$ cat src/slc_params.svh
`ifndef SLC_PARAMS_SVH
`define SLC_PARAMS_SVH
// Register numbers
`define SLC_OFS_DEBUG 8'h1f
`define SLC_OFS_SW 8'h20
`define SLC_OFS_PR 8'h40
`define SLC_OFS_EXT 8'h80
`define SLC_NLINK 8
// Debug origin bits
`define SLC_DBG_T0 0
`define SLC_DBG_T1 1
// Link state and route fields
`define SLC_KIND_HI 25
`define SLC_KIND_LO 24
`define SLC_DEST_HI 23
`define SLC_DEST_LO 16
`define SLC_DIR_HI 11
`define SLC_DIR_LO 8
`define SLC_NET_HI 5
`define SLC_NET_LO 4
`define SLC_JUNK 2
`define SLC_DBUSY 1
`define SLC_SBUSY 0
// External port setup fields
`define SLC_EN 31
`define SLC_FIVE 30
`define SLC_RXERR 27
`define SLC_CRISS 26
`define SLC_CRHELD 25
`define SLC_GREET 24
`define SLC_RXRST 23
`define SLC_SYM_HI 21
`define SLC_SYM_LO 11
`define SLC_TOK_HI 10
`define SLC_TOK_LO 0
// Reset values
`define SLC_RST_DIR 4'h0
`define SLC_RST_NET 2'h0
`define SLC_RST_GAP 11'h000
`define SLC_RST_DBG 2'h0
`define SLC_GAP_ONE 12'h001
`endif

$ cat src/slc_pkg.sv
package slc_pkg;
  typedef enum logic [1:0] {
    SLC_KIND_SWITCH = 2'h0,
    SLC_KIND_PROC = 2'h1,
    SLC_KIND_SWCTL = 2'h2,
    SLC_KIND_UNDEF = 2'h3
  } slc_kind_t;

  typedef struct packed {
    logic [7:0] addr;
    logic [31:0] wdata;
    logic wr;
    logic rd;
  } slc_bus_req_t;

  typedef struct packed {
    slc_kind_t kind;
    logic [7:0] dest;
    logic junk;
    logic dstBusy;
    logic srcBusy;
  } slc_link_stat_t;

  typedef struct packed {
    logic rxErr;
    logic creditIssued;
    logic creditGranted;
  } slc_ext_evt_t;

  typedef struct packed {
    logic enable;
    logic fiveWire;
    logic txAllowed;
    logic [11:0] symGap;
    logic [11:0] tokGap;
  } slc_ext_ctl_t;
endpackage

$ cat src/slc_regs.sv
// Added by the designer: the strobed register port.
`timescale 1ns/100ps
`default_nettype none
`include "slc_params.svh"

// How it works
// - Debug origin bits show which tile raised the latest chip-wide halt event.
// - Link state word shows source target kind in bits 25:24.
// - Link state word shows destination link number in bits 23:16.
// - Switch links hold a writable four-bit direction, reset zero.
// - Switch and processor links hold a writable two-bit network, reset zero.
// - Junk flag in bit 2 follows the link's discard state.
// - Bit 1 shows the destination side busy.
// - Bit 0 shows the source side busy.
// - Eight switch link words at consecutive numbers from 0x20.
// - Eight processor link words from 0x40, without direction field.
// - External port bit 31 enables the port and steers its pin muxing.
// - Bit 30 picks two-wire (0) or five-wire (1), reset zero.
// - Receive error flag sets on overflow or illegal token.
// - Flag shows local end has issued credit, reset zero.
// - Flag shows local end holds credit; sending only while held.
// - Writing one to bit 24 drops held credit and sends greeting token.
// - Writing one to bit 23 resets the receiver.
// - Symbol gap field holds minimum idle clocks minus one.
// - Token gap field holds minimum idle clocks minus one.
// - Eight external port setup words from 0x80.
module slc_regs (
  input wire logic sys_clk,
  input wire logic reset,
  input wire slc_pkg::slc_bus_req_t busReq,
  output logic [31:0] rdData,
  input wire logic dbgEvent,
  input wire logic dbgTile,
  input wire slc_pkg::slc_link_stat_t [`SLC_NLINK-1:0] swStat,
  input wire slc_pkg::slc_link_stat_t [`SLC_NLINK-1:0] prStat,
  output logic [`SLC_NLINK-1:0][3:0] swDir,
  output logic [`SLC_NLINK-1:0][1:0] swNet,
  output logic [`SLC_NLINK-1:0][1:0] prNet,
  input wire slc_pkg::slc_ext_evt_t [`SLC_NLINK-1:0] extEvt,
  output var slc_pkg::slc_ext_ctl_t [`SLC_NLINK-1:0] extCtl,
  output logic [`SLC_NLINK-1:0] sendGreeting,
  output logic [`SLC_NLINK-1:0] rxReset
);

  // Bank match on the upper five address bits
  function automatic logic inBank(input logic [7:0] a, input logic [7:0] base);
    return a[7:3] == base[7:3];
  endfunction

  // Read-only link state word, reserved bits zero
  function automatic logic [31:0] statWord(input slc_pkg::slc_link_stat_t s);
    logic [31:0] w;
    w = 32'h0000_0000;
    w[`SLC_KIND_HI:`SLC_KIND_LO] = s.kind;
    w[`SLC_DEST_HI:`SLC_DEST_LO] = s.dest;
    w[`SLC_JUNK] = s.junk;
    w[`SLC_DBUSY] = s.dstBusy;
    w[`SLC_SBUSY] = s.srcBusy;
    return w;
  endfunction

  // Field minus one back to a cycle count
  function automatic logic [11:0] gapCycles(input logic [10:0] f);
    return {1'b0, f} + `SLC_GAP_ONE;
  endfunction

  logic [1:0] dbgSrc_r;
  logic [`SLC_NLINK-1:0][3:0] swDir_r;
  logic [`SLC_NLINK-1:0][1:0] swNet_r;
  logic [`SLC_NLINK-1:0][1:0] prNet_r;
  logic [`SLC_NLINK-1:0] extEn_r;
  logic [`SLC_NLINK-1:0] extFive_r;
  logic [`SLC_NLINK-1:0] extRxErr_r;
  logic [`SLC_NLINK-1:0] extCrIss_r;
  logic [`SLC_NLINK-1:0] extCrHeld_r;
  logic [`SLC_NLINK-1:0][10:0] extSym_r;
  logic [`SLC_NLINK-1:0][10:0] extTok_r;
  logic [`SLC_NLINK-1:0] greet_r;
  logic [`SLC_NLINK-1:0] rxRst_r;
  logic [31:0] rdData_r;
  logic [31:0] rdData_nxt;
  logic [2:0] busIdx;
  logic hitDbg;
  logic hitSw;
  logic hitPr;
  logic hitExt;
  logic wrSw;
  logic wrPr;
  logic wrExt;

  // Address decode
  assign busIdx = busReq.addr[2:0];
  assign hitDbg = busReq.addr == `SLC_OFS_DEBUG;
  assign hitSw = inBank(busReq.addr, `SLC_OFS_SW);
  assign hitPr = inBank(busReq.addr, `SLC_OFS_PR);
  assign hitExt = inBank(busReq.addr, `SLC_OFS_EXT);
  assign wrSw = busReq.wr && hitSw;
  assign wrPr = busReq.wr && hitPr;
  assign wrExt = busReq.wr && hitExt;

  // Debug origin: hardware event wins over a software write
  always_ff @(posedge sys_clk) begin
    if (reset) begin
      dbgSrc_r <= `SLC_RST_DBG;
    end else if (dbgEvent) begin
      dbgSrc_r <= 2'h0;
      dbgSrc_r[`SLC_DBG_T1] <= dbgTile;
      dbgSrc_r[`SLC_DBG_T0] <= !dbgTile;
    end else if (busReq.wr && hitDbg) begin
      dbgSrc_r <= busReq.wdata[`SLC_DBG_T1:`SLC_DBG_T0];
    end
  end

  // Switch link direction and network
  always_ff @(posedge sys_clk) begin
    if (reset) begin
      for (int i = 0; i < `SLC_NLINK; i++) begin
        swDir_r[i] <= `SLC_RST_DIR;
        swNet_r[i] <= `SLC_RST_NET;
      end
    end else if (wrSw) begin
      swDir_r[busIdx] <= busReq.wdata[`SLC_DIR_HI:`SLC_DIR_LO];
      swNet_r[busIdx] <= busReq.wdata[`SLC_NET_HI:`SLC_NET_LO];
    end
  end

  // Processor link network
  always_ff @(posedge sys_clk) begin
    if (reset) begin
      for (int i = 0; i < `SLC_NLINK; i++) begin
        prNet_r[i] <= `SLC_RST_NET;
      end
    end else if (wrPr) begin
      prNet_r[busIdx] <= busReq.wdata[`SLC_NET_HI:`SLC_NET_LO];
    end
  end

  // External port setup fields
  always_ff @(posedge sys_clk) begin
    if (reset) begin
      for (int i = 0; i < `SLC_NLINK; i++) begin
        extEn_r[i] <= 1'b0;
        extFive_r[i] <= 1'b0;
        extSym_r[i] <= `SLC_RST_GAP;
        extTok_r[i] <= `SLC_RST_GAP;
      end
    end else if (wrExt) begin
      extEn_r[busIdx] <= busReq.wdata[`SLC_EN];
      extFive_r[busIdx] <= busReq.wdata[`SLC_FIVE];
      extSym_r[busIdx] <= busReq.wdata[`SLC_SYM_HI:`SLC_SYM_LO];
      extTok_r[busIdx] <= busReq.wdata[`SLC_TOK_HI:`SLC_TOK_LO];
    end
  end

  // Write-only command pulses, one cycle each
  always_ff @(posedge sys_clk) begin
    if (reset) begin
      greet_r <= '0;
      rxRst_r <= '0;
    end else begin
      for (int i = 0; i < `SLC_NLINK; i++) begin
        greet_r[i] <= wrExt && busIdx == i[2:0] && busReq.wdata[`SLC_GREET];
        rxRst_r[i] <= wrExt && busIdx == i[2:0] && busReq.wdata[`SLC_RXRST];
      end
    end
  end

  // Sticky link flags; a link event wins over a clearing write
  always_ff @(posedge sys_clk) begin
    if (reset) begin
      extRxErr_r <= '0;
      extCrIss_r <= '0;
      extCrHeld_r <= '0;
    end else begin
      for (int i = 0; i < `SLC_NLINK; i++) begin
        if (extEvt[i].rxErr) begin
          extRxErr_r[i] <= 1'b1;
        end else if (rxRst_r[i]) begin
          extRxErr_r[i] <= 1'b0;
        end
        if (extEvt[i].creditIssued) begin
          extCrIss_r[i] <= 1'b1;
        end else if (rxRst_r[i]) begin
          extCrIss_r[i] <= 1'b0;
        end
        if (extEvt[i].creditGranted) begin
          extCrHeld_r[i] <= 1'b1;
        end else if (greet_r[i]) begin
          extCrHeld_r[i] <= 1'b0;
        end
      end
    end
  end

  // Read mux; write-only and reserved bits give zero
  always_comb begin
    rdData_nxt = 32'h0000_0000;
    if (hitDbg) begin
      rdData_nxt[`SLC_DBG_T1:`SLC_DBG_T0] = dbgSrc_r;
    end else if (hitSw) begin
      rdData_nxt = statWord(swStat[busIdx]);
      rdData_nxt[`SLC_DIR_HI:`SLC_DIR_LO] = swDir_r[busIdx];
      rdData_nxt[`SLC_NET_HI:`SLC_NET_LO] = swNet_r[busIdx];
    end else if (hitPr) begin
      rdData_nxt = statWord(prStat[busIdx]);
      rdData_nxt[`SLC_NET_HI:`SLC_NET_LO] = prNet_r[busIdx];
    end else if (hitExt) begin
      rdData_nxt[`SLC_EN] = extEn_r[busIdx];
      rdData_nxt[`SLC_FIVE] = extFive_r[busIdx];
      rdData_nxt[`SLC_RXERR] = extRxErr_r[busIdx];
      rdData_nxt[`SLC_CRISS] = extCrIss_r[busIdx];
      rdData_nxt[`SLC_CRHELD] = extCrHeld_r[busIdx];
      rdData_nxt[`SLC_SYM_HI:`SLC_SYM_LO] = extSym_r[busIdx];
      rdData_nxt[`SLC_TOK_HI:`SLC_TOK_LO] = extTok_r[busIdx];
    end
  end

  // Read data stands only in the cycle after the strobe
  always_ff @(posedge sys_clk) begin
    if (reset) begin
      rdData_r <= 32'h0000_0000;
    end else if (busReq.rd) begin
      rdData_r <= rdData_nxt;
    end else begin
      rdData_r <= 32'h0000_0000;
    end
  end

  // Outputs to the switch and the external ports
  assign rdData = rdData_r;
  assign swDir = swDir_r;
  assign swNet = swNet_r;
  assign prNet = prNet_r;
  assign sendGreeting = greet_r;
  assign rxReset = rxRst_r;
  always_comb begin
    for (int i = 0; i < `SLC_NLINK; i++) begin
      extCtl[i].enable = extEn_r[i];
      extCtl[i].fiveWire = extFive_r[i];
      extCtl[i].txAllowed = extEn_r[i] && extCrHeld_r[i];
      extCtl[i].symGap = gapCycles(extSym_r[i]);
      extCtl[i].tokGap = gapCycles(extTok_r[i]);
    end
  end

  // Checks
  a_debug_tile: assert property (@(posedge sys_clk) disable iff (reset)
    dbgEvent |=> dbgSrc_r == ($past(dbgTile) ? 2'h2 : 2'h1))
    else $error("debug origin wrong after event");

  a_kind_read: assert property (@(posedge sys_clk) disable iff (reset)
    (busReq.rd && hitSw) |=>
      rdData[`SLC_KIND_HI:`SLC_KIND_LO] == $past(swStat[busIdx].kind))
    else $error("target kind not read back");

  a_dest_read: assert property (@(posedge sys_clk) disable iff (reset)
    (busReq.rd && hitPr) |=>
      rdData[`SLC_DEST_HI:`SLC_DEST_LO] == $past(prStat[busIdx].dest))
    else $error("destination not read back");

  a_dir_store: assert property (@(posedge sys_clk) disable iff (reset)
    wrSw |=> swDir[$past(busIdx)] == $past(busReq.wdata[`SLC_DIR_HI:`SLC_DIR_LO]))
    else $error("direction not stored");

  a_busy_flags: assert property (@(posedge sys_clk) disable iff (reset)
    (busReq.rd && hitSw) |=>
      rdData[`SLC_SBUSY] == $past(swStat[busIdx].srcBusy) &&
      rdData[`SLC_DBUSY] == $past(swStat[busIdx].dstBusy))
    else $error("busy flags wrong");

  a_unmapped_zero: assert property (@(posedge sys_clk) disable iff (reset)
    (busReq.rd && !hitDbg && !hitSw && !hitPr && !hitExt) |=> rdData == 32'h0)
    else $error("unmapped read not zero");

  a_greet_pulse: assert property (@(posedge sys_clk) disable iff (reset)
    (wrExt && busReq.wdata[`SLC_GREET]) |=>
      sendGreeting == (8'h01 << $past(busIdx)) ##1
      (sendGreeting == 8'h00 || $past(wrExt && busReq.wdata[`SLC_GREET])))
    else $error("greeting pulse wrong");

  // Per-port flag checks, every external port watched
  for (genvar p = 0; p < `SLC_NLINK; p++) begin : g_port_chk
    a_greet_drop: assert property (@(posedge sys_clk) disable iff (reset)
      (sendGreeting[p] && !extEvt[p].creditGranted) |=> !extCtl[p].txAllowed)
      else $error("credit kept after greeting");

    a_tx_gate: assert property (@(posedge sys_clk) disable iff (reset)
      extCtl[p].txAllowed |-> $past(extEvt[p].creditGranted) || $past(extCtl[p].txAllowed)
        || $past(wrExt))
      else $error("transmit allowed without credit");

    a_rxerr_sticky: assert property (@(posedge sys_clk) disable iff (reset)
      extEvt[p].rxErr |=> extRxErr_r[p] ##1 (extRxErr_r[p] || $past(rxReset[p])))
      else $error("receive error not held");

    a_criss_sticky: assert property (@(posedge sys_clk) disable iff (reset)
      extEvt[p].creditIssued |=> extCrIss_r[p] ##1 (extCrIss_r[p] || $past(rxReset[p])))
      else $error("issued credit not held");

    a_rxrst_clear: assert property (@(posedge sys_clk) disable iff (reset)
      (rxReset[p] && !extEvt[p].rxErr && !extEvt[p].creditIssued) |=>
        !extRxErr_r[p] && !extCrIss_r[p])
      else $error("receiver reset left flags set");
  end

  a_tok_gap: assert property (@(posedge sys_clk) disable iff (reset)
    wrExt |=> extCtl[$past(busIdx)].tokGap ==
      {1'b0, $past(busReq.wdata[`SLC_TOK_HI:`SLC_TOK_LO])} + 12'h001)
    else $error("token gap not count plus one");

  a_read_once: assert property (@(posedge sys_clk) disable iff (reset)
    !busReq.rd |=> rdData == 32'h0)
    else $error("read data held too long");

  a_net_store: assert property (@(posedge sys_clk) disable iff (reset)
    wrPr |=> prNet[$past(busIdx)] == $past(busReq.wdata[`SLC_NET_HI:`SLC_NET_LO]))
    else $error("network not stored");

  a_sw_dest: assert property (@(posedge sys_clk) disable iff (reset)
    (busReq.rd && hitSw) |=>
      rdData[`SLC_DEST_HI:`SLC_DEST_LO] == $past(swStat[busIdx].dest))
    else $error("switch link destination not read back");

  a_pr_kind: assert property (@(posedge sys_clk) disable iff (reset)
    (busReq.rd && hitPr) |=>
      rdData[`SLC_KIND_HI:`SLC_KIND_LO] == $past(prStat[busIdx].kind))
    else $error("processor link kind not read back");

  a_junk_read: assert property (@(posedge sys_clk) disable iff (reset)
    (busReq.rd && hitPr) |=>
      rdData[`SLC_JUNK] == $past(prStat[busIdx].junk))
    else $error("junk flag not read back");

  a_pr_busy: assert property (@(posedge sys_clk) disable iff (reset)
    (busReq.rd && hitPr) |=>
      rdData[`SLC_DBUSY] == $past(prStat[busIdx].dstBusy) &&
      rdData[`SLC_SBUSY] == $past(prStat[busIdx].srcBusy))
    else $error("processor link busy flags wrong");

  a_pr_nodir: assert property (@(posedge sys_clk) disable iff (reset)
    (busReq.rd && hitPr) |=> rdData[`SLC_DIR_HI:`SLC_DIR_LO] == 4'h0)
    else $error("processor link shows a direction");

  a_enable_store: assert property (@(posedge sys_clk) disable iff (reset)
    wrExt |=> extCtl[$past(busIdx)].enable == $past(busReq.wdata[`SLC_EN]))
    else $error("port enable not stored");

  a_five_store: assert property (@(posedge sys_clk) disable iff (reset)
    wrExt |=> extCtl[$past(busIdx)].fiveWire == $past(busReq.wdata[`SLC_FIVE]))
    else $error("port width not stored");

  a_sym_gap: assert property (@(posedge sys_clk) disable iff (reset)
    wrExt |=> extCtl[$past(busIdx)].symGap ==
      {1'b0, $past(busReq.wdata[`SLC_SYM_HI:`SLC_SYM_LO])} + 12'h001)
    else $error("symbol gap not count plus one");

  a_ext_read: assert property (@(posedge sys_clk) disable iff (reset)
    (busReq.rd && hitExt) |=> rdData[`SLC_EN] == $past(extCtl[busIdx].enable) &&
      rdData[29:28] == 2'h0 && rdData[`SLC_GREET:22] == 3'h0)
    else $error("external port word wrong");

  a_rxrst_pulse: assert property (@(posedge sys_clk) disable iff (reset)
    (wrExt && busReq.wdata[`SLC_RXRST]) |=>
      rxReset == (8'h01 << $past(busIdx)))
    else $error("receiver reset pulse wrong");

  a_dbg_write: assert property (@(posedge sys_clk) disable iff (reset)
    (busReq.wr && hitDbg && !dbgEvent) |=> dbgSrc_r == $past(busReq.wdata[1:0]))
    else $error("debug origin write lost");

  c_debug_event: cover property (@(posedge sys_clk) disable iff (reset) dbgEvent);
  c_greeting: cover property (@(posedge sys_clk) disable iff (reset) sendGreeting != 8'h00);
  c_rx_reset: cover property (@(posedge sys_clk) disable iff (reset) rxReset != 8'h00);
  c_sw_read: cover property (@(posedge sys_clk) disable iff (reset) busReq.rd && hitSw);
  c_credit_held: cover property (@(posedge sys_clk) disable iff (reset) extCrHeld_r != 8'h00);

endmodule
`default_nettype wire

$ cat config.mk
export PLATFORM = sky130hd
export DESIGN_NAME = slc_regs
export DESIGN_NICKNAME = d
export VERILOG_FILES = /design/src/slc_pkg.sv /design/src/slc_regs.sv
export VERILOG_INCLUDE_DIRS = /design/src
export SDC_FILE = /design/constraint.sdc
export NUM_CORES = 1
export LEC_CHECK = 0
export ABC_CLOCK_PERIOD_IN_PS = 2300
export BUFFER_PORTS_ARGS = -buffer_cell sky130_fd_sc_hd__buf_2
export CAP_MARGIN = 20
export CORE_AREA = 2 2 237 239
export CTS_BUF_LIST = sky130_fd_sc_hd__clkbuf_8
export CTS_CLUSTER_SIZE = 8
export DETAILED_ROUTE_END_ITERATION = 12
export DIE_AREA = 0 0 239 241
export PLACE_DENSITY = 0.55
export SYNTH_ARGS = -nofsm -noshare
export SYNTH_HDL_FRONTEND = slang
export SYNTH_SLANG_ARGS = --single-unit
$ cat constraint.sdc
create_clock -name sys_clk -period 2.3 [get_ports sys_clk]
set_input_delay 0.345 -clock sys_clk [delete_from_list [all_inputs] [get_ports sys_clk]]
set_output_delay 0.345 -clock sys_clk [all_outputs]
set_load 0.03 [all_outputs]
# Word level (Yosys, flattened, before mapping)
# Cells that the tools add are included.
[word_totals]
in_bits = 278
out_inout_bits = 328
reg_bits = 330
wordCells = 258
[op_classes]
eq_ne = 11
n_addsub = 16
muxes = 88
n_lt_le_gt_ge = 2
bitwise_logic = 2
reduce_logical = 67
[ops]
columns = ["operator", "n"]
rows = [
  ["$add 11x1->12 const B", 16],
  ["$bwmux 88", 2],
  ["$bmux 13 s3", 2],
  ["$bmux 11 s3", 2],
  ["$reduce_bool 2->1", 25],
  ["$mux 1", 48],
  ["$mux 22", 2],
  ["$logic_and 1x1->1", 37],
  ["$demux 11 s3", 1],
  ["$mux 11", 3],
  ["$bwmux 16", 2],
  ["$bwmux 32", 1],
  ["$mux 13", 2],
  ["$mux 26", 1],
  ["$bwmux 8", 2],
  ["$bmux 1 s3", 5],
  ["$bmux 2 s3", 2],
  ["$bmux 4 s3", 1],
  ["$demux 4 s3", 1],
  ["$eq 3x3->1 const B", 4],
  ["$mux 2", 6],
  ["$eq 8x5->1 const B", 1],
  ["$mux 4", 2],
  ["$demux 2 s3", 1],
  ["15 further kinds", 17],
]

# Depth between registers and ports, before layout
[depth]
depth_word = 6
depth_mapped = 9
depth_no_buf = 5

# Worst setup path after synthesis
# OpenSTA, ideal clock, no wires.
[synth_path]
path_type = "register -> output"
from = "register extSym_r[2] (netlist bit)"
to = "output extCtl[23] (netlist bit)"
stages_incl_launch_ff = 4
path_buffers = 0
t_required_ps = 1955
path_slack_ps = 301
arrival_time_ps = 1654
path_cell_list = "dfxtp_1 > and3_1 > nand2_1 > nor4_1"
[synth_lines]
columns = ["item", "line", "rtl"]
rows = [
  ["start, declared", "slc_regs.sv:76", "logic [`SLC_NLINK-1:0][10:0] extSym_r;"],
  ["start signal, assigned by index", "slc_regs.sv:144", "extSym_r[i] <= `SLC_RST_GAP;"],
  ["start signal, assigned by index", "slc_regs.sv:150", "extSym_r[busIdx] <= busReq.wdata[`SLC_SYM_HI:`SLC_SYM_LO];"],
  ["end, declared", "slc_regs.sv:40", "output var slc_pkg::slc_ext_ctl_t [`SLC_NLINK-1:0] extCtl,"],
]

==> reports/results.ini <==
[power_and_ir_drop]
pwr_density_cell_nw_per_um2 = 485
vdd_drop_max_v = 0.000440
p_leak_nw = 11.2

[logic_synthesis]
ys_seq_elements = 328
synthCells = 2155
syn_area_per_cell_um2 = 8.35
yosysSeqAreaShare = 0.365
synthArstFlopShare = 0
synth_area_leaders = dfxtp_1, nand2_1, mux4_2
syn_area_um2 = 18000
synthFlopType = dfxtp_1
ys_types = 45
synth.top_cell.area_share = 0.365
synth-edff-count = 0
yosysWarnings = 0
synth_top_cell_by_area = dfxtp_1

[critical_path]
worst-r2r-cell-count = 8
ff2ff_setup_slack_ns = 0.46
r2r_start = extSym_r[55]$_SDFFE_PP0P_
arrival_ns = 1.99
critPathCaptureType = output port
crit_required_ns = 1.96
worstSetupPathType = reg2out
cp_max_fo = 4
cp-start-kind = flip-flop
worstReg2RegEnd = rdData[11]$_SDFF_PP0_

[placed_design]
gp_congestion = 0.914
dp_slack_ns = 0.171
hpwl_mm = 61.7
port_buffers = 597

[run_status]
status = finished with violations
violations = negative setup slack

[min_path]
min-delay-start = busReq[9]
hold-path-endpoint = extTok_r[29]$_SDFFE_PP0P_
hold_path_class = in2reg
hold_path_depth = 3

[drt]
firstDrtPassIters = 5
post_drt_wl_per_cell_um = 23.0
num_vias = 19104
drtIter0Drc = 1454
drtAntennaViolNets = 0
post_drt_via_cell_ratio = 5.30
drc_errors = 0
wirelength_mm = 83.0

[sta]
rsz0062_at_grt = yes
min_period_over_period = 1.02
fin_crit_ns = 2.34
tightest_slew_ns = 0.774
max-slew-margin-rel = 0.470
final.setup.worst_slack_ns = -0.0394
finalSetupViolCount = 3
hold_violations = 0
max_freq_mhz = 427
setup_tns_ns = -0.0497
skew_ns = 0.0457
drv_slew = 0

[global_routing]
grt_max_degree = 120
gr-total-overflow = 0
grt_antenna_before_repair = 10
grt_pass1_wl_mm = 117
gr-usage-all-layers = 0.272
grt_pass1_vias = 18170

[die]
initial_utilization = 0.328
die_w_um = 239
pin_count = 606
dieArea_um2 = 57600
rows = 86
die_h_um = 241
design.core.area_um2 = 54900

[clock_network]
cts_buffers = 57
cts_root_buf = clkbuf_8
cts.sinks = 328
cts_buffer_depth = 3
path_clk_slew_ns = 0.06
clk_latency_ns = 0.65
cts_max_level = 2
cts_tree = done

[job]
max-cap-violations = 0

[finish]
drive_gt1_frac = 0.413
area_growth_pct = 43.6
fillers = 5345
fin_nets = 3144

sequential cells by signal, summed over array words and instances, names as in the netlist:
name          flops
extCrHeld_r       8
swDir            32
dbgSrc_r          2
swNet            16
extTok_r         88
prNet            16
extCrIss_r        8
extRxErr_r        8
sendGreeting      8
extEn_r           8
extFive_r         8
rxReset           8
rdData           30
extSym_r         88
cell usage in the layout (no fill, tap or decap), types with 8 or more instances in the layout:
cell type | synthesis | final
nand2_1 | 491 | 481
clkbuf_8 | 0 | 75
o21ai_0 | 8 | 8
and3_1 | 36 | 24
mux2i_1 | 147 | 147
a21oi_1 | 256 | 256
dfxtp_2 | 0 | 48
nor2_4 | 0 | 24
nand2_2 | 2 | 9
o22ai_1 | 15 | 15
buf_6 | 4 | 27
xnor2_1 | 101 | 76
mux4_2 | 70 | 70
nand3_2 | 0 | 18
dfxtp_4 | 0 | 45
inv_1 | 44 | 65
buf_2 | 70 | 529
nand4_1 | 20 | 20
nor2_1 | 132 | 102
a22oi_1 | 34 | 34
buf_4 | 26 | 187
dlygate4sd3_1 | 0 | 37
nor2_2 | 4 | 10
o21a_1 | 9 | 9
dfxtp_1 | 328 | 235
buf_12 | 0 | 24
xor2_1 | 43 | 38
nand3_1 | 131 | 93
ha_4 | 0 | 16
and2_1 | 21 | 20
mux2_2 | 19 | 19
nand3_4 | 0 | 20
xnor2_2 | 0 | 25
and3_4 | 0 | 12
layout make-up:
cell class              instances  area [um^2]  area share
flip-flops and latches        328         6800       0.263
well taps                     704          881      0.0341
diodes                          6         15.0    0.000581
clock inverters                31          170     0.00659
multi-input cells            1611        11500       0.447
inverters                      44          165     0.00639
clock buffers                  74         1020      0.0394
repair buffers                808         5250       0.203
metal layers:
metal	GRT usage	vias to the layer above	wire length, um
li1	-	8804	-
met1	0.356	9355	34800
met2	0.463	833	40500
met3	0.0417	108	5810
met4	0.0784	4	1830
met5	0	-	27
how the worst max path moves through the flow:
stage                                         start                   endpoint  slack (ns)  cells after the start
final                     extSym_r[11]$_SDFFE_PP0P_                 extCtl[48]       -0.04                      5
after CTS                 extTok_r[12]$_SDFFE_PP0P_                 extCtl[37]       -0.08                      6
after global placement                   busReq[34]      rdData[17]$_SDFF_PP0_        0.18                      6
after floorplan            extSym_r[2]$_SDFFE_PP0P_                 extCtl[23]        0.30                      3
after detailed placement                 busReq[39]  extSym_r[24]$_SDFFE_PP0P_        0.17                      7
after global routing      extSym_r[55]$_SDFFE_PP0P_                extCtl[156]        -0.1                      6
critical path, stage by stage, from the launching register on:
cell	delay [ns]
dfxtp_4	0.37
and4_4	0.28
and4_4	0.27
nand3_4	0.09
xnor2_2	0.17
buf_6	0.16
where the power goes:
part | internal, mW | switching [mW]
logic | 0.570 | 0.702
registers | 5.67 | 0.0285
clock network | 3.00 | 2.56
total | 9.24 | 3.29
stage by stage:
step	std cells	hold slack [ns]	utilization	instance area [um^2]	power, mW
3_5_place_dp	3388	0.465	0.404	22100	7.09
5_1_grt	3606	0.0210	0.471	25800	13.0
4_1_cts	3574	0.00118	0.456	25000	12.6
6_report	3606	0.0385	0.471	25800	12.5
2_1_floorplan	2156	0.446	-	18000	6.54
3_3_place_gp	3388	0.459	0.404	22100	7.07
cell usage after synthesis, drive strengths merged, types with 4 or more instances:
master	n
nor3	10
and2	22
xnor2	101
nand2b	4
nor2b	7
a21oi	256
nand2	493
xor2	43
ha	16
and3	36
clkbuf	68
a22oi	34
a31oi	4
nor2	136
mux4	70
and4	6
nand3	131
dfxtp	328
buf	105
mux2	19
o22ai	15
mux2i	147
a221o	5
nand4	20
o21ai	8
o21a	9
inv	44
what timing repair did:
| action | CTS | global route |
|---|---|---|
| pin swaps | 46 | 80 |
| gates cloned | 0 | 0 |
| setup endpoints to repair | 113 | 79 |
| gates resized for setup | 298 | 152 |
| hold buffers | 37 | 0 |
| setup buffers | 44 | 26 |
| hold endpoints to repair | 91 | 0 |
logic make-up (layout without fill, tap and decap cells):
group | Yosys count | after routing | share of synthesized area
buf+inv | 217 | 957 | 0.0573
simple gates | 872 | 872 | 0.210
compound gates | 341 | 341 | 0.105
fa+ha+maj | 16 | 16 | 0.0111
mux | 236 | 236 | 0.181
xor+xnor | 144 | 144 | 0.0701
flops | 328 | 328 | 0.365
other cells | 1 | 8 | 0.000208
No activity file was read; power rests on OpenSTA's default activity.
